$ cat src/rtl/sdp_pkg.sv
// Behaviour
// - 96 two-way lines as twelve 8-bit ports, bit 7 most significant.
// - each line is a software-read input or a software-driven output.
// - port build: direction set per whole port, eight lines together.
// - line build: direction set independently for every single line.
// - inputs sampled and outputs updated only by a software access.
// - line build: per-line pull, down engages weak, up engages strong.
// - pull applies in any direction, outputs still show their driven value.
package sdp_pkg;
  localparam int unsigned SDP_NPORT = 12;
  localparam int unsigned SDP_PW = 8;
  localparam int unsigned SDP_NLINE = 96;
  localparam int unsigned SDP_NWORD = 3;
  // register byte offsets, each group holds three words
  localparam logic [31:0] SDP_OUT_BASE = 32'h0000_0000;
  localparam logic [31:0] SDP_DIR_BASE = 32'h0000_0010;
  localparam logic [31:0] SDP_PULL_BASE = 32'h0000_0020;
  localparam logic [31:0] SDP_IN_BASE = 32'h0000_0030;
  localparam logic [31:0] SDP_PDIR_OFS = 32'h0000_0040;
  // values after reset: lines are inputs, outputs low, pull-down chosen in the line build
  localparam logic [31:0] SDP_OUT_RST = 32'h0000_0000;
  localparam logic [31:0] SDP_DIR_RST = 32'h0000_0000;
  localparam logic [31:0] SDP_PULL_RST = 32'h0000_0000;
  localparam logic [31:0] SDP_PDN_RST = 32'hFFFF_FFFF;
  localparam logic [2:0] SDP_HSIZE_WORD = 3'h2;
  localparam logic [1:0] SDP_HRESP_OKAY = 2'h0;

  // true when addr is word w of the group starting at base
  function automatic logic sdp_hit(input logic [31:0] a,
                                   input logic [31:0] base,
                                   input logic [1:0] w);
    return a == (base + {28'h000_0000, w, 2'h0});
  endfunction
endpackage

$ cat src/rtl/sdp_sync.sv
`timescale 1ns/1ns
module sdp_sync #(
  parameter int unsigned WIDTH = 96
) (
  // clock and reset
  input wire logic clk,
  input wire logic nrst,
  // asynchronous pins and their settled view
  input wire logic [WIDTH-1:0] pin,
  output logic [WIDTH-1:0] level
);
  logic [WIDTH-1:0] s1_q;
  logic [WIDTH-1:0] s2_q;
  logic [WIDTH-1:0] s3_q;
  logic [WIDTH-1:0] agree;
  logic [WIDTH-1:0] level_q;

  // a bit only moves once the second and third stages agree on it
  assign agree = ~(s2_q ^ s3_q);
  assign level = level_q;

  // s1 feeds s2 alone, so metastability never reaches the compare
  always_ff @(posedge clk or negedge nrst) begin
    if (!nrst) begin
      s1_q <= '0;
      s2_q <= '0;
      s3_q <= '0;
      level_q <= '0;
    end else begin
      s1_q <= pin;
      s2_q <= s1_q;
      s3_q <= s2_q;
      level_q <= (agree & s3_q) | (~agree & level_q);
    end
  end
endmodule // sdp_sync

$ cat src/rtl/sdp_top.sv
`timescale 1ns/1ns
module sdp_top #(
  // 1: direction and pull per line, 0: direction per port, no pull
  parameter bit LINE_GRAN = 1'b1
) (
  // clock and reset
  input wire logic clk,
  input wire logic nrst,
  // ahb-lite slave
  input wire logic hsel,
  input wire logic [31:0] haddr,
  input wire logic [1:0] htrans,
  input wire logic hwrite,
  input wire logic [2:0] hsize,
  input wire logic [31:0] hwdata,
  input wire logic hready,
  output logic hreadyout,
  output logic [1:0] hresp,
  output logic [31:0] hrdata,
  // bidirectional_io_line pins
  input wire logic [sdp_pkg::SDP_NLINE-1:0] io_in,
  output logic [sdp_pkg::SDP_NLINE-1:0] io_out,
  output logic [sdp_pkg::SDP_NLINE-1:0] io_oe,
  // pull resistor enables
  output logic [sdp_pkg::SDP_NLINE-1:0] pull_up_en,
  output logic [sdp_pkg::SDP_NLINE-1:0] pull_dn_en
);
  import sdp_pkg::*;

  localparam int unsigned NL = SDP_NLINE;
  logic [NL-1:0] out_q;
  logic [NL-1:0] dir_q;
  logic [NL-1:0] pup_q;
  logic [NL-1:0] pdn_q;
  logic [NL-1:0] in_sync;
  logic [NL-1:0] in_view;
  logic [NL-1:0] pdir_exp;
  logic [SDP_NPORT-1:0] pdir_view;
  logic [SDP_NWORD-1:0] wr_out;
  logic [SDP_NWORD-1:0] wr_dir;
  logic [SDP_NWORD-1:0] wr_pull;
  logic [SDP_NWORD-1:0] dir_we;
  logic [SDP_NWORD-1:0] hit_out;
  logic [SDP_NWORD-1:0] hit_dir;
  logic [SDP_NWORD-1:0] hit_pull;
  logic [SDP_NWORD-1:0] hit_in;
  logic [31:0] rd_part [SDP_NWORD];
  logic [31:0] rd_data;
  logic [31:0] rd_pdir;
  logic [31:0] dp_addr_q;
  logic dp_wr_q;
  logic hrdy_q;
  logic [31:0] hrdata_q;
  logic [1:0] hresp_q;
  logic ap_take;
  logic ap_rd;
  logic wr_pdir;

  // pins cross into the clock domain before any read can see them
  sdp_sync #(
    .WIDTH(NL)
  ) u_sync (
    .clk(clk),
    .nrst(nrst),
    .pin(io_in),
    .level(in_sync)
  );

  // address phase: only whole-word transfers are taken
  assign ap_take = hsel && hready && htrans[1] && (hsize == SDP_HSIZE_WORD);
  assign ap_rd = ap_take && !hwrite;
  // port direction word is live only in the port build
  assign wr_pdir = !LINE_GRAN && dp_wr_q && (dp_addr_q == SDP_PDIR_OFS);

  // zero wait states, so ready stays high and every answer is okay
  always_ff @(posedge clk or negedge nrst) begin
    if (!nrst) begin
      dp_wr_q <= 1'b0;
      dp_addr_q <= 32'h0000_0000;
      hrdy_q <= 1'b0;
      hresp_q <= SDP_HRESP_OKAY;
    end else begin
      dp_wr_q <= ap_take && hwrite;
      dp_addr_q <= haddr;
      hrdy_q <= 1'b1;
      hresp_q <= SDP_HRESP_OKAY;
    end
  end

  // read data sampled at the address phase edge
  always_ff @(posedge clk or negedge nrst) begin
    if (!nrst) begin
      hrdata_q <= 32'h0000_0000;
    end else if (ap_rd) begin
      hrdata_q <= rd_data;
    end
  end

  assign hreadyout = hrdy_q;
  assign hresp = hresp_q;
  assign hrdata = hrdata_q;
  assign io_out = out_q;
  assign io_oe = dir_q;
  assign pull_up_en = pup_q;
  assign pull_dn_en = pdn_q;

  // output lines report their driven value, inputs the settled pin
  assign in_view = (dir_q & out_q) | (~dir_q & in_sync);

  // one port bit fans out to its eight lines
  genvar p;
  generate
    for (p = 0; p < SDP_NPORT; p++) begin : g_port
      assign pdir_exp[p*SDP_PW +: SDP_PW] = {SDP_PW{hwdata[p % 32]}};
      assign pdir_view[p] = LINE_GRAN ? 1'b0 : dir_q[p*SDP_PW];
    end
  endgenerate
  assign rd_pdir = {20'h0_0000, pdir_view};

  // per-word registers: output latch, direction and pull
  genvar w;
  generate
    for (w = 0; w < SDP_NWORD; w++) begin : g_word
      assign wr_out[w] = dp_wr_q && sdp_hit(dp_addr_q, SDP_OUT_BASE, 2'(w));
      assign wr_dir[w] = dp_wr_q && sdp_hit(dp_addr_q, SDP_DIR_BASE, 2'(w));
      assign wr_pull[w] = LINE_GRAN && dp_wr_q &&
                          sdp_hit(dp_addr_q, SDP_PULL_BASE, 2'(w));
      // line build takes the direction word, port build the port word
      assign dir_we[w] = LINE_GRAN ? wr_dir[w] : wr_pdir;
      // read decode looks at the live address phase
      assign hit_out[w] = sdp_hit(haddr, SDP_OUT_BASE, 2'(w));
      assign hit_dir[w] = sdp_hit(haddr, SDP_DIR_BASE, 2'(w));
      assign hit_pull[w] = sdp_hit(haddr, SDP_PULL_BASE, 2'(w));
      assign hit_in[w] = sdp_hit(haddr, SDP_IN_BASE, 2'(w));
      assign rd_part[w] =
        ({32{hit_out[w]}} & out_q[w*32 +: 32]) |
        ({32{hit_dir[w]}} & dir_q[w*32 +: 32]) |
        ({32{hit_pull[w]}} & pup_q[w*32 +: 32]) |
        ({32{hit_in[w]}} & in_view[w*32 +: 32]);

      // output value holds until the next write to its word
      always_ff @(posedge clk or negedge nrst) begin
        if (!nrst) begin
          out_q[w*32 +: 32] <= SDP_OUT_RST;
        end else if (wr_out[w]) begin
          out_q[w*32 +: 32] <= hwdata;
        end
      end

      always_ff @(posedge clk or negedge nrst) begin
        if (!nrst) begin
          dir_q[w*32 +: 32] <= SDP_DIR_RST;
        end else if (dir_we[w]) begin
          dir_q[w*32 +: 32] <= LINE_GRAN ? hwdata : pdir_exp[w*32 +: 32];
        end
      end

      // pull ignores direction; the port build has no pull at all
      always_ff @(posedge clk or negedge nrst) begin
        if (!nrst) begin
          pup_q[w*32 +: 32] <= SDP_PULL_RST;
          pdn_q[w*32 +: 32] <= LINE_GRAN ? SDP_PDN_RST : SDP_PULL_RST;
        end else if (wr_pull[w]) begin
          pup_q[w*32 +: 32] <= hwdata;
          pdn_q[w*32 +: 32] <= ~hwdata;
        end
      end
    end
  endgenerate

  // unmapped offsets read as zero, writes to them are dropped
  assign rd_data = rd_part[0] | rd_part[1] | rd_part[2] |
                   ({32{haddr == SDP_PDIR_OFS}} & rd_pdir);

  logic any_out_wr;
  assign any_out_wr = |wr_out;

  logic [SDP_NPORT-1:0] port_mixed;
  generate
    for (p = 0; p < SDP_NPORT; p++) begin : g_chk
      assign port_mixed[p] = !((&dir_q[p*SDP_PW +: SDP_PW]) ||
                               !(|dir_q[p*SDP_PW +: SDP_PW]));
    end
  endgenerate
endmodule // sdp_top

$ cat config.mk
export PLATFORM = sky130hd
export DESIGN_NAME = sdp_top
export DESIGN_NICKNAME = d
export VERILOG_FILES = /design/src/rtl/sdp_pkg.sv /design/src/rtl/sdp_sync.sv /design/src/rtl/sdp_top.sv
export SDC_FILE = /design/constraint.sdc
export NUM_CORES = 1
export LEC_CHECK = 0
export ABC_AREA = 0
export BUFFER_PORTS_ARGS = -buffer_cell sky130_fd_sc_hd__buf_2
export CAP_MARGIN = 20
export CELL_PAD_IN_SITES_DETAIL_PLACEMENT = 1
export CELL_PAD_IN_SITES_GLOBAL_PLACEMENT = 2
export CORE_UTILIZATION = 30
export DETAILED_ROUTE_END_ITERATION = 10
export PLACE_DENSITY = 0.69
export SYNTH_ARGS = -nofsm -noshare
export SYNTH_HDL_FRONTEND = slang
export SYNTH_SLANG_ARGS = --single-unit
export TNS_END_PERCENT = 10
$ cat constraint.sdc
create_clock -name clk -period 2.7 [get_ports clk]
set_input_delay 0.54 -clock clk [delete_from_list [all_inputs] [get_ports clk]]
set_output_delay 0.54 -clock clk [all_outputs]
set_load 0.005 [all_outputs]
==> results of run 1 <==
-- report_power, final --
group	internal, W	switching, W	leakage (nW)	total (W)
Combinational	0.000878	0.00106	7.52	0.00194
Clock	0.00751	0.00519	1.51	0.0127
Sequential	0.0132	0.000559	9.65	0.0138
-- routing by layer --
metal  routed length (µm)  track usage, %
met1                54000            31.9
met5                   34               0
met4                 4480            8.52
met2                59200            39.0
met3                 8090            5.78
-- worst paths after layout --
check / slack, ps / startpoint / cells after the start / to
setup / recovery: 120 / dp_addr_q[15] / 8 / io_out[67]
min in group asynchronous: 440 / nrst / 2 / u_sync.s1_q[7]
hold reg to reg: 340 / u_sync.s1_q[86] / 0 / u_sync.s2_q[86]
hold / removal: 50 / haddr[11] / 1 / dp_addr_q[11]
max in group asynchronous: 1200 / nrst / 3 / dp_addr_q[20]
setup reg to reg: 120 / dp_addr_q[15] / 8 / io_out[67]
-- repair_timing --
| action | 4_1_cts | 5_1_grt |
|---|---|---|
| resized for setup | 0 | 2 |
| hold endpoints to repair | 137 | 0 |
| setup buffers | 1 | 0 |
| setup endpoints to repair | 17 | 246 |
| pin swaps | 1 | 0 |
| hold buffers | 116 | 0 |
-- cells by family after synthesis --
family	synth area share, %
simple gates	5.48
other cells	0.0245
mux	11.6
fa+ha+maj	3.13
buf+inv	2.57
flops	68.4
compound gates	8.81
-- Yosys cell counts, types with 10 or more instances --
cell type  instances  area share (%)
inv_1             59            0.72
a21oi_1           25            0.41
a31oi_1           22            0.45
o21ai_0          141             2.3
mux2_2           302              11
clkbuf_1          84             1.0
maj3_1            96             3.1
buf_1             22            0.27
dfstp_2           96             8.2
a32oi_1           43             1.2
a22oi_1           52             1.3
a221oi_1          15            0.43
nand2_1          151             1.8
nor2_1            24            0.29
a32o_1            10            0.33
buf_2             22            0.36
nand4_1           17            0.35
nand3_1           23            0.38
mux2i_1           15            0.49
o22a_1            18            0.51
o211ai_1          14            0.34
dfrtp_1          738              60
nor4_1            21            0.43
-- layout make-up --
cell class | instances | area [µm²] | area share, %
Tap cell | 1357 | 1700 | 4.12
Antenna cell | 3 | 7.51 | 0.0182
Timing Repair Buffer | 889 | 6170 | 15.0
Clock inverter | 26 | 275 | 0.667
Inverter | 59 | 221 | 0.537
Multi-Input combinational cell | 1123 | 9090 | 22.0
Clock buffer | 145 | 2800 | 6.78
Sequential cell | 834 | 21000 | 50.9
-- per-stage QoR --
step           TNS [ps]  hold slack (ps)  total power (W)  area, µm²  setup WS, ps
4_1_cts               0             5.95           0.0288      41200          83.2
6_report              0             54.9           0.0284      41300           118
3_3_place_gp      -7870              333           0.0157      37000          -325
3_5_place_dp      -8100              336           0.0158      37000          -352
5_1_grt               0             13.0           0.0295      41200          55.1
2_1_floorplan         0              244           0.0144      30700           360
==> out/metrics.cfg, run 1 <==
[critical_path]
critPathBufInv=3
cpMostUsedCell=buf_4
slowest_delay_ps=420
critPathMaxFanout=28
cp_slowest_cell=nor4b_2
cp_cell_sequence=nor4b_2 -> nand4_1 -> buf_4 -> nor4_1 -> buf_4 -> nand2_4 -> buf_12 -> mux2_2
arrival_ps=3120
crit_required_ps=3230
path_class=reg2reg
cp_top_family=simple AND/OR/NAND/NOR gates
cp-end-kind=flop
startpoint_type=flop

[final_layout]
nNetsFinal=3170
post-route-util_pct=41.0
drive_gt1_share_pct=44.0
final_common_cell=dfrtp_1
instances_no_fill=4436
layout_common_cells=738 x dfrtp_1, 584 x buf_2, 302 x mux2_2
area_delta_synth_final_pct=34.4
n_fill_cell=10600

[pwr]
p_leak_nw=18.7
cellPowerDensity_nw_per_um2=689
peakVddDrop_v=0.000476

[synthesis]
synth_area_per_cell_um2=14.3
ys.flop_type=dfrtp_1
synth_edf_count=0
synthCells=2150
netlist_area_um2=30700
yosysSeqAreaShare_pct=68.4
yosys.cell_types.count=64
ys_warn_count=0
async_reset_ff_share_pct=100
ys_ff_latch=834

[sta]
fmax_mhz=387
slew_violations=0
fin_skew_ps=31.0
setup_viol=0
rsz0062_at_grt=false
min_period_ps=2580
hold_violations=0
fin_crit_sh_pct=95.6
worst_slew_pin_slew_ps=617
relSlewSlack_pct=57.8

[route]
ant_nets=0
wl_mm=126
via_per_inst=5.03
num_vias=22300
drc=0
drt_iter0_markers=1493
routedWlPerCell_um=28.3
dr.pass1.iters=6

[flow_run]
cap_violations=0

[floorplan]
die_height_um=322
io_pins=589
die_area_um2=104000
start_util_pct=30.5
die_x_um=322
fp.coreArea_um2=101000
num_rows=116

[place]
dp_hpwl_mm=90.5
dpl.cell_count=4145
portBuffers=585
place.gp.congestion=0.848

[clocking]
clkLatencyLatePin_ps=670
clock-sinks=834
htree_levels=3
cts-root-buf=clkbuf_16
cts.clk_slew.worst_paths_ps=60
cts_buffers=93
cts_tree=built
clock_path_buffers=3

[global_routing]
grt_max_degree=88
grt_pass1_wl_mm=180
antenna_found_initial=7
overflow=0
first_global_vias=24300
grt_use_total_pct=24.3

[status]
outcome=completed

[hold_path]
hold_class=in2reg

(Power assumes the default switching activity.)
==> run 2: changes to the inputs <==
Settings changed: SYNTH_HIERARCHICAL from default to 1.
==> run 2 against run 1 <==
Effect of this change: critical path depth is 2 higher; critical path type is now in2reg; via count is 2.6% higher; routed wire length is 1.2% higher; final cell count is 0.79% higher; clock power is 3% higher; clock skew hardly changed; critical endpoint is now hrdata[21]; area after synthesis is 1.2% higher.
==> out/metrics.cfg, run 2 <==
[sta]
slew_violations=0  ; unchanged
relSlewSlack_pct=53.4  ; -4.4 points
worst_slew_pin_slew_ps=699  ; +82.0 ps
rsz0062_at_grt=false
setup_viol=0  ; unchanged
fmax_mhz=374  ; -3.5%
hold_violations=0  ; unchanged
min_period_ps=2680  ; +93.5 ps
tns_ps=0  ; unchanged
fin_crit_sh_pct=99.1  ; +3.5 points
fin_skew_ps=31.0  ; -0.000200 ps

[pwr]
seqPwrFrac_pct=47.7  ; -0.8 points
internal_power_w=0.0218  ; +0.90%
pwr-share-clk_pct=45.7  ; +1.0 points
p_switching_w=0.00683  ; +0.22%
swShare_pct=23.9  ; -0.12 points
peakVddDrop_v=0.000470  ; -1.2%
comb_power_share_pct=6.6  ; -0.2 points
p_leak_nw=18.8  ; +0.41%
cellPowerDensity_nw_per_um2=693  ; +0.58%

[status]
outcome=completed

[global_routing]
first_global_vias=24700  ; +1.9%
antenna_found_initial=9  ; +2
grt_use_total_pct=24.2  ; about the same
grt_max_degree=96  ; +9.1%
overflow=0  ; unchanged
grt_pass1_wl_mm=181  ; +0.97%

[floorplan]
die_area_um2=105000  ; +1.2%
die_height_um=324  ; +0.60%
num_rows=117  ; +0.86%
die_x_um=324  ; +0.60%
start_util_pct=30.4  ; -0.067 points
io_pins=589  ; unchanged
fp.coreArea_um2=102000  ; +1.4%

[hold_path]
min_path_cells=1  ; unchanged
hold_class=in2reg
hold_start=haddr[3]
hold_end=dp_addr_q[3]

[critical_path]
crit_required_ps=3280  ; +50 ps
critPathMaxFanout=9  ; -68%
arrival_ps=3260  ; +140 ps
r2r_end=pull_up_en[41]
reg2reg_slack_ps=30  ; -90 ps
path_class=in2reg
timing.rr.start=dp_addr_q[16]
r2r_cells=7  ; -1
cp-end-kind=flop
startpoint_type=input port

[route]
ant_nets=0  ; unchanged
drc=0  ; unchanged
routedWlPerCell_um=28.5  ; +0.45%
wl_mm=127  ; +1.2%
num_vias=22900  ; +2.6%
drt_iter0_markers=1583  ; +6.0%
dr.pass1.iters=9  ; +3
via_per_inst=5.12  ; +1.8%

[synthesis]
yosys.area.top_type_share_pct=59.5  ; -0.73 points
synthCells=2211  ; +2.8%
synth.most_common_cell=dfrtp_1
yosysSeqAreaShare_pct=67.6  ; -0.82 points
async_reset_ff_share_pct=100  ; unchanged
synth_common_cells=738 x dfrtp_1, 286 x mux2_2, 182 x nand2_1
synth_edf_count=0  ; unchanged
ys_ff_latch=834  ; unchanged
synth_area_per_cell_um2=14.0  ; -1.6%
ys_warn_count=6  ; +6
synthTopCellsByArea=dfrtp_1 59%, mux2_2 10%, dfstp_2 8.1%, maj3_2 3.5%, o21ai_0 2.6%
ys.flop_type=dfrtp_1
netlist_area_um2=31100  ; +1.2%
yosys.area.top_type=dfrtp_1
yosys.cell_types.count=69  ; +7.8%

[final_layout]
layout_common_cells=738 x dfrtp_1, 583 x buf_2, 286 x mux2_2
nNetsFinal=3188  ; +0.57%
n_fill_cell=10800  ; +1.6%
drive_gt1_share_pct=45.5  ; +1.5 points
area_delta_synth_final_pct=33.0
multiInputGateArea_um2=9540  ; +4.9%
seq_area_um2=21000  ; unchanged
final_common_cell=dfrtp_1
fin_area_um2=41300  ; +0.16%

[place]
portBuffers=585  ; unchanged
dp_hpwl_mm=90.2  ; -0.35%
place.gp.congestion=0.859  ; +1.3%
placed_cell_area_um2=37000  ; about the same

[clocking]
cts-root-buf=clkbuf_16
clkLatencyLatePin_ps=680  ; about the same
clock_path_buffers=3  ; unchanged
clock-sinks=834  ; unchanged
cts_buffers=95  ; +2.2%
htree_levels=3  ; unchanged
cts.clk_slew.worst_paths_ps=60  ; about the same
cts_tree=built

[flow_run]
cap_violations=0  ; unchanged

## run 2: cell count changes in the layout (fill, tap and decap cells not counted), sizes merged, moves of 11 or more
cell    change
a21oi      +11
a222oi     +14
a22oi      -19
a32oi      -16
buf        -37
inv        -29
mux2       -13
nand2      +32
nor2       +17
o21ai      +16
o32ai      +12
## run 2: layer usage
layer | track usage [%] | up-vias | part of all wire [%]
li1 | - | 9641 | -
met1 | 32.0 | 12100 | 42
met2 | 38.0 | 875 | 46
met3 | 6.16 | 237 | 7.6
met4 | 9.75 | 8 | 4.0
met5 | 0 | - | 0.049
## run 2: through the flow
step / util (%) / std cells / power, W / setup slack, ps / hold slack, ps
3_3_place_gp: 36.2 / 4174 / 0.0155 / -24.5 / 333
5_1_grt: 40.4 / 4468 / 0.0297 / 13.3 / 26.8
2_1_floorplan: - / 2212 / 0.0143 / 451 / 244
4_1_cts: 40.4 / 4467 / 0.0290 / 52.9 / 4.34
6_report: 40.4 / 4471 / 0.0286 / 24.8 / 53.1
3_5_place_dp: 36.2 / 4174 / 0.0156 / -43.6 / 336
## run 2: worst max-delay path by stage
| stage | startpoint | end | slack (ps) |
|---|---|---|---|
| final | haddr[21] | hrdata[21] | 20 |
| after global routing | haddr[10] | hrdata[10] | 10 |
| after CTS | dp_addr_q[16] | pull_up_en[41] | 50 |
| after detailed placement | haddr[9] | hrdata[15] | -40 |
| after global placement | haddr[28] | hrdata[9] | -20 |
| after floorplan | haddr[10] | hrdata[10] | 450 |
## run 2: final cells by class
class / count / area share, %
Antenna cell: 4 / 0.0242
Clock buffer: 146 / 6.93
Clock inverter: 32 / 0.775
Inverter: 29 / 0.263
Multi-Input combinational cell: 1207 / 23.1
Sequential cell: 834 / 50.8
Tap cell: 1368 / 4.14
Timing Repair Buffer: 851 / 14.0
## run 2: timing repair
action,4_1_cts,5_1_grt
setup endpoints to repair,0,8
hold buffers,115,0
buffers inserted,0,0
gates resized for setup,0,1
endpoints found under the hold margin,138,0
## run 2: kinds of logic after synthesis
group / Yosys count / synth area share [%]
AO/OA/AOI/OAI: 399 / 8.60
buffers and inverters: 171 / 2.29
adder cells (fa/ha/maj): 96 / 3.48
multiplexers: 311 / 11.2
other: 2 / 0.0242
flip-flops: 834 / 67.6
AND/OR/NAND/NOR: 398 / 6.83
## run 2: power groups by stage
stage	Sequential [W]	Clock, W	Combinational (W)
final	0.0137	0.0131	0.00188
after global routing	0.0137	0.0139	0.00204
after CTS	0.0137	0.0134	0.00191
after detailed placement	0.0139	0	0.00176
after global placement	0.0138	0	0.00171
after floorplan	0.0137	0	0.000602
## run 2: worst max-delay path: stages
cell           delay, ps
dlygate4sd3_1        550
buf_2                150
or4_1                550
nor2_2               320
buf_4                220
and3_2               230
buf_12               170
nand2_1               70
o221a_2              280
a31oi_1              170
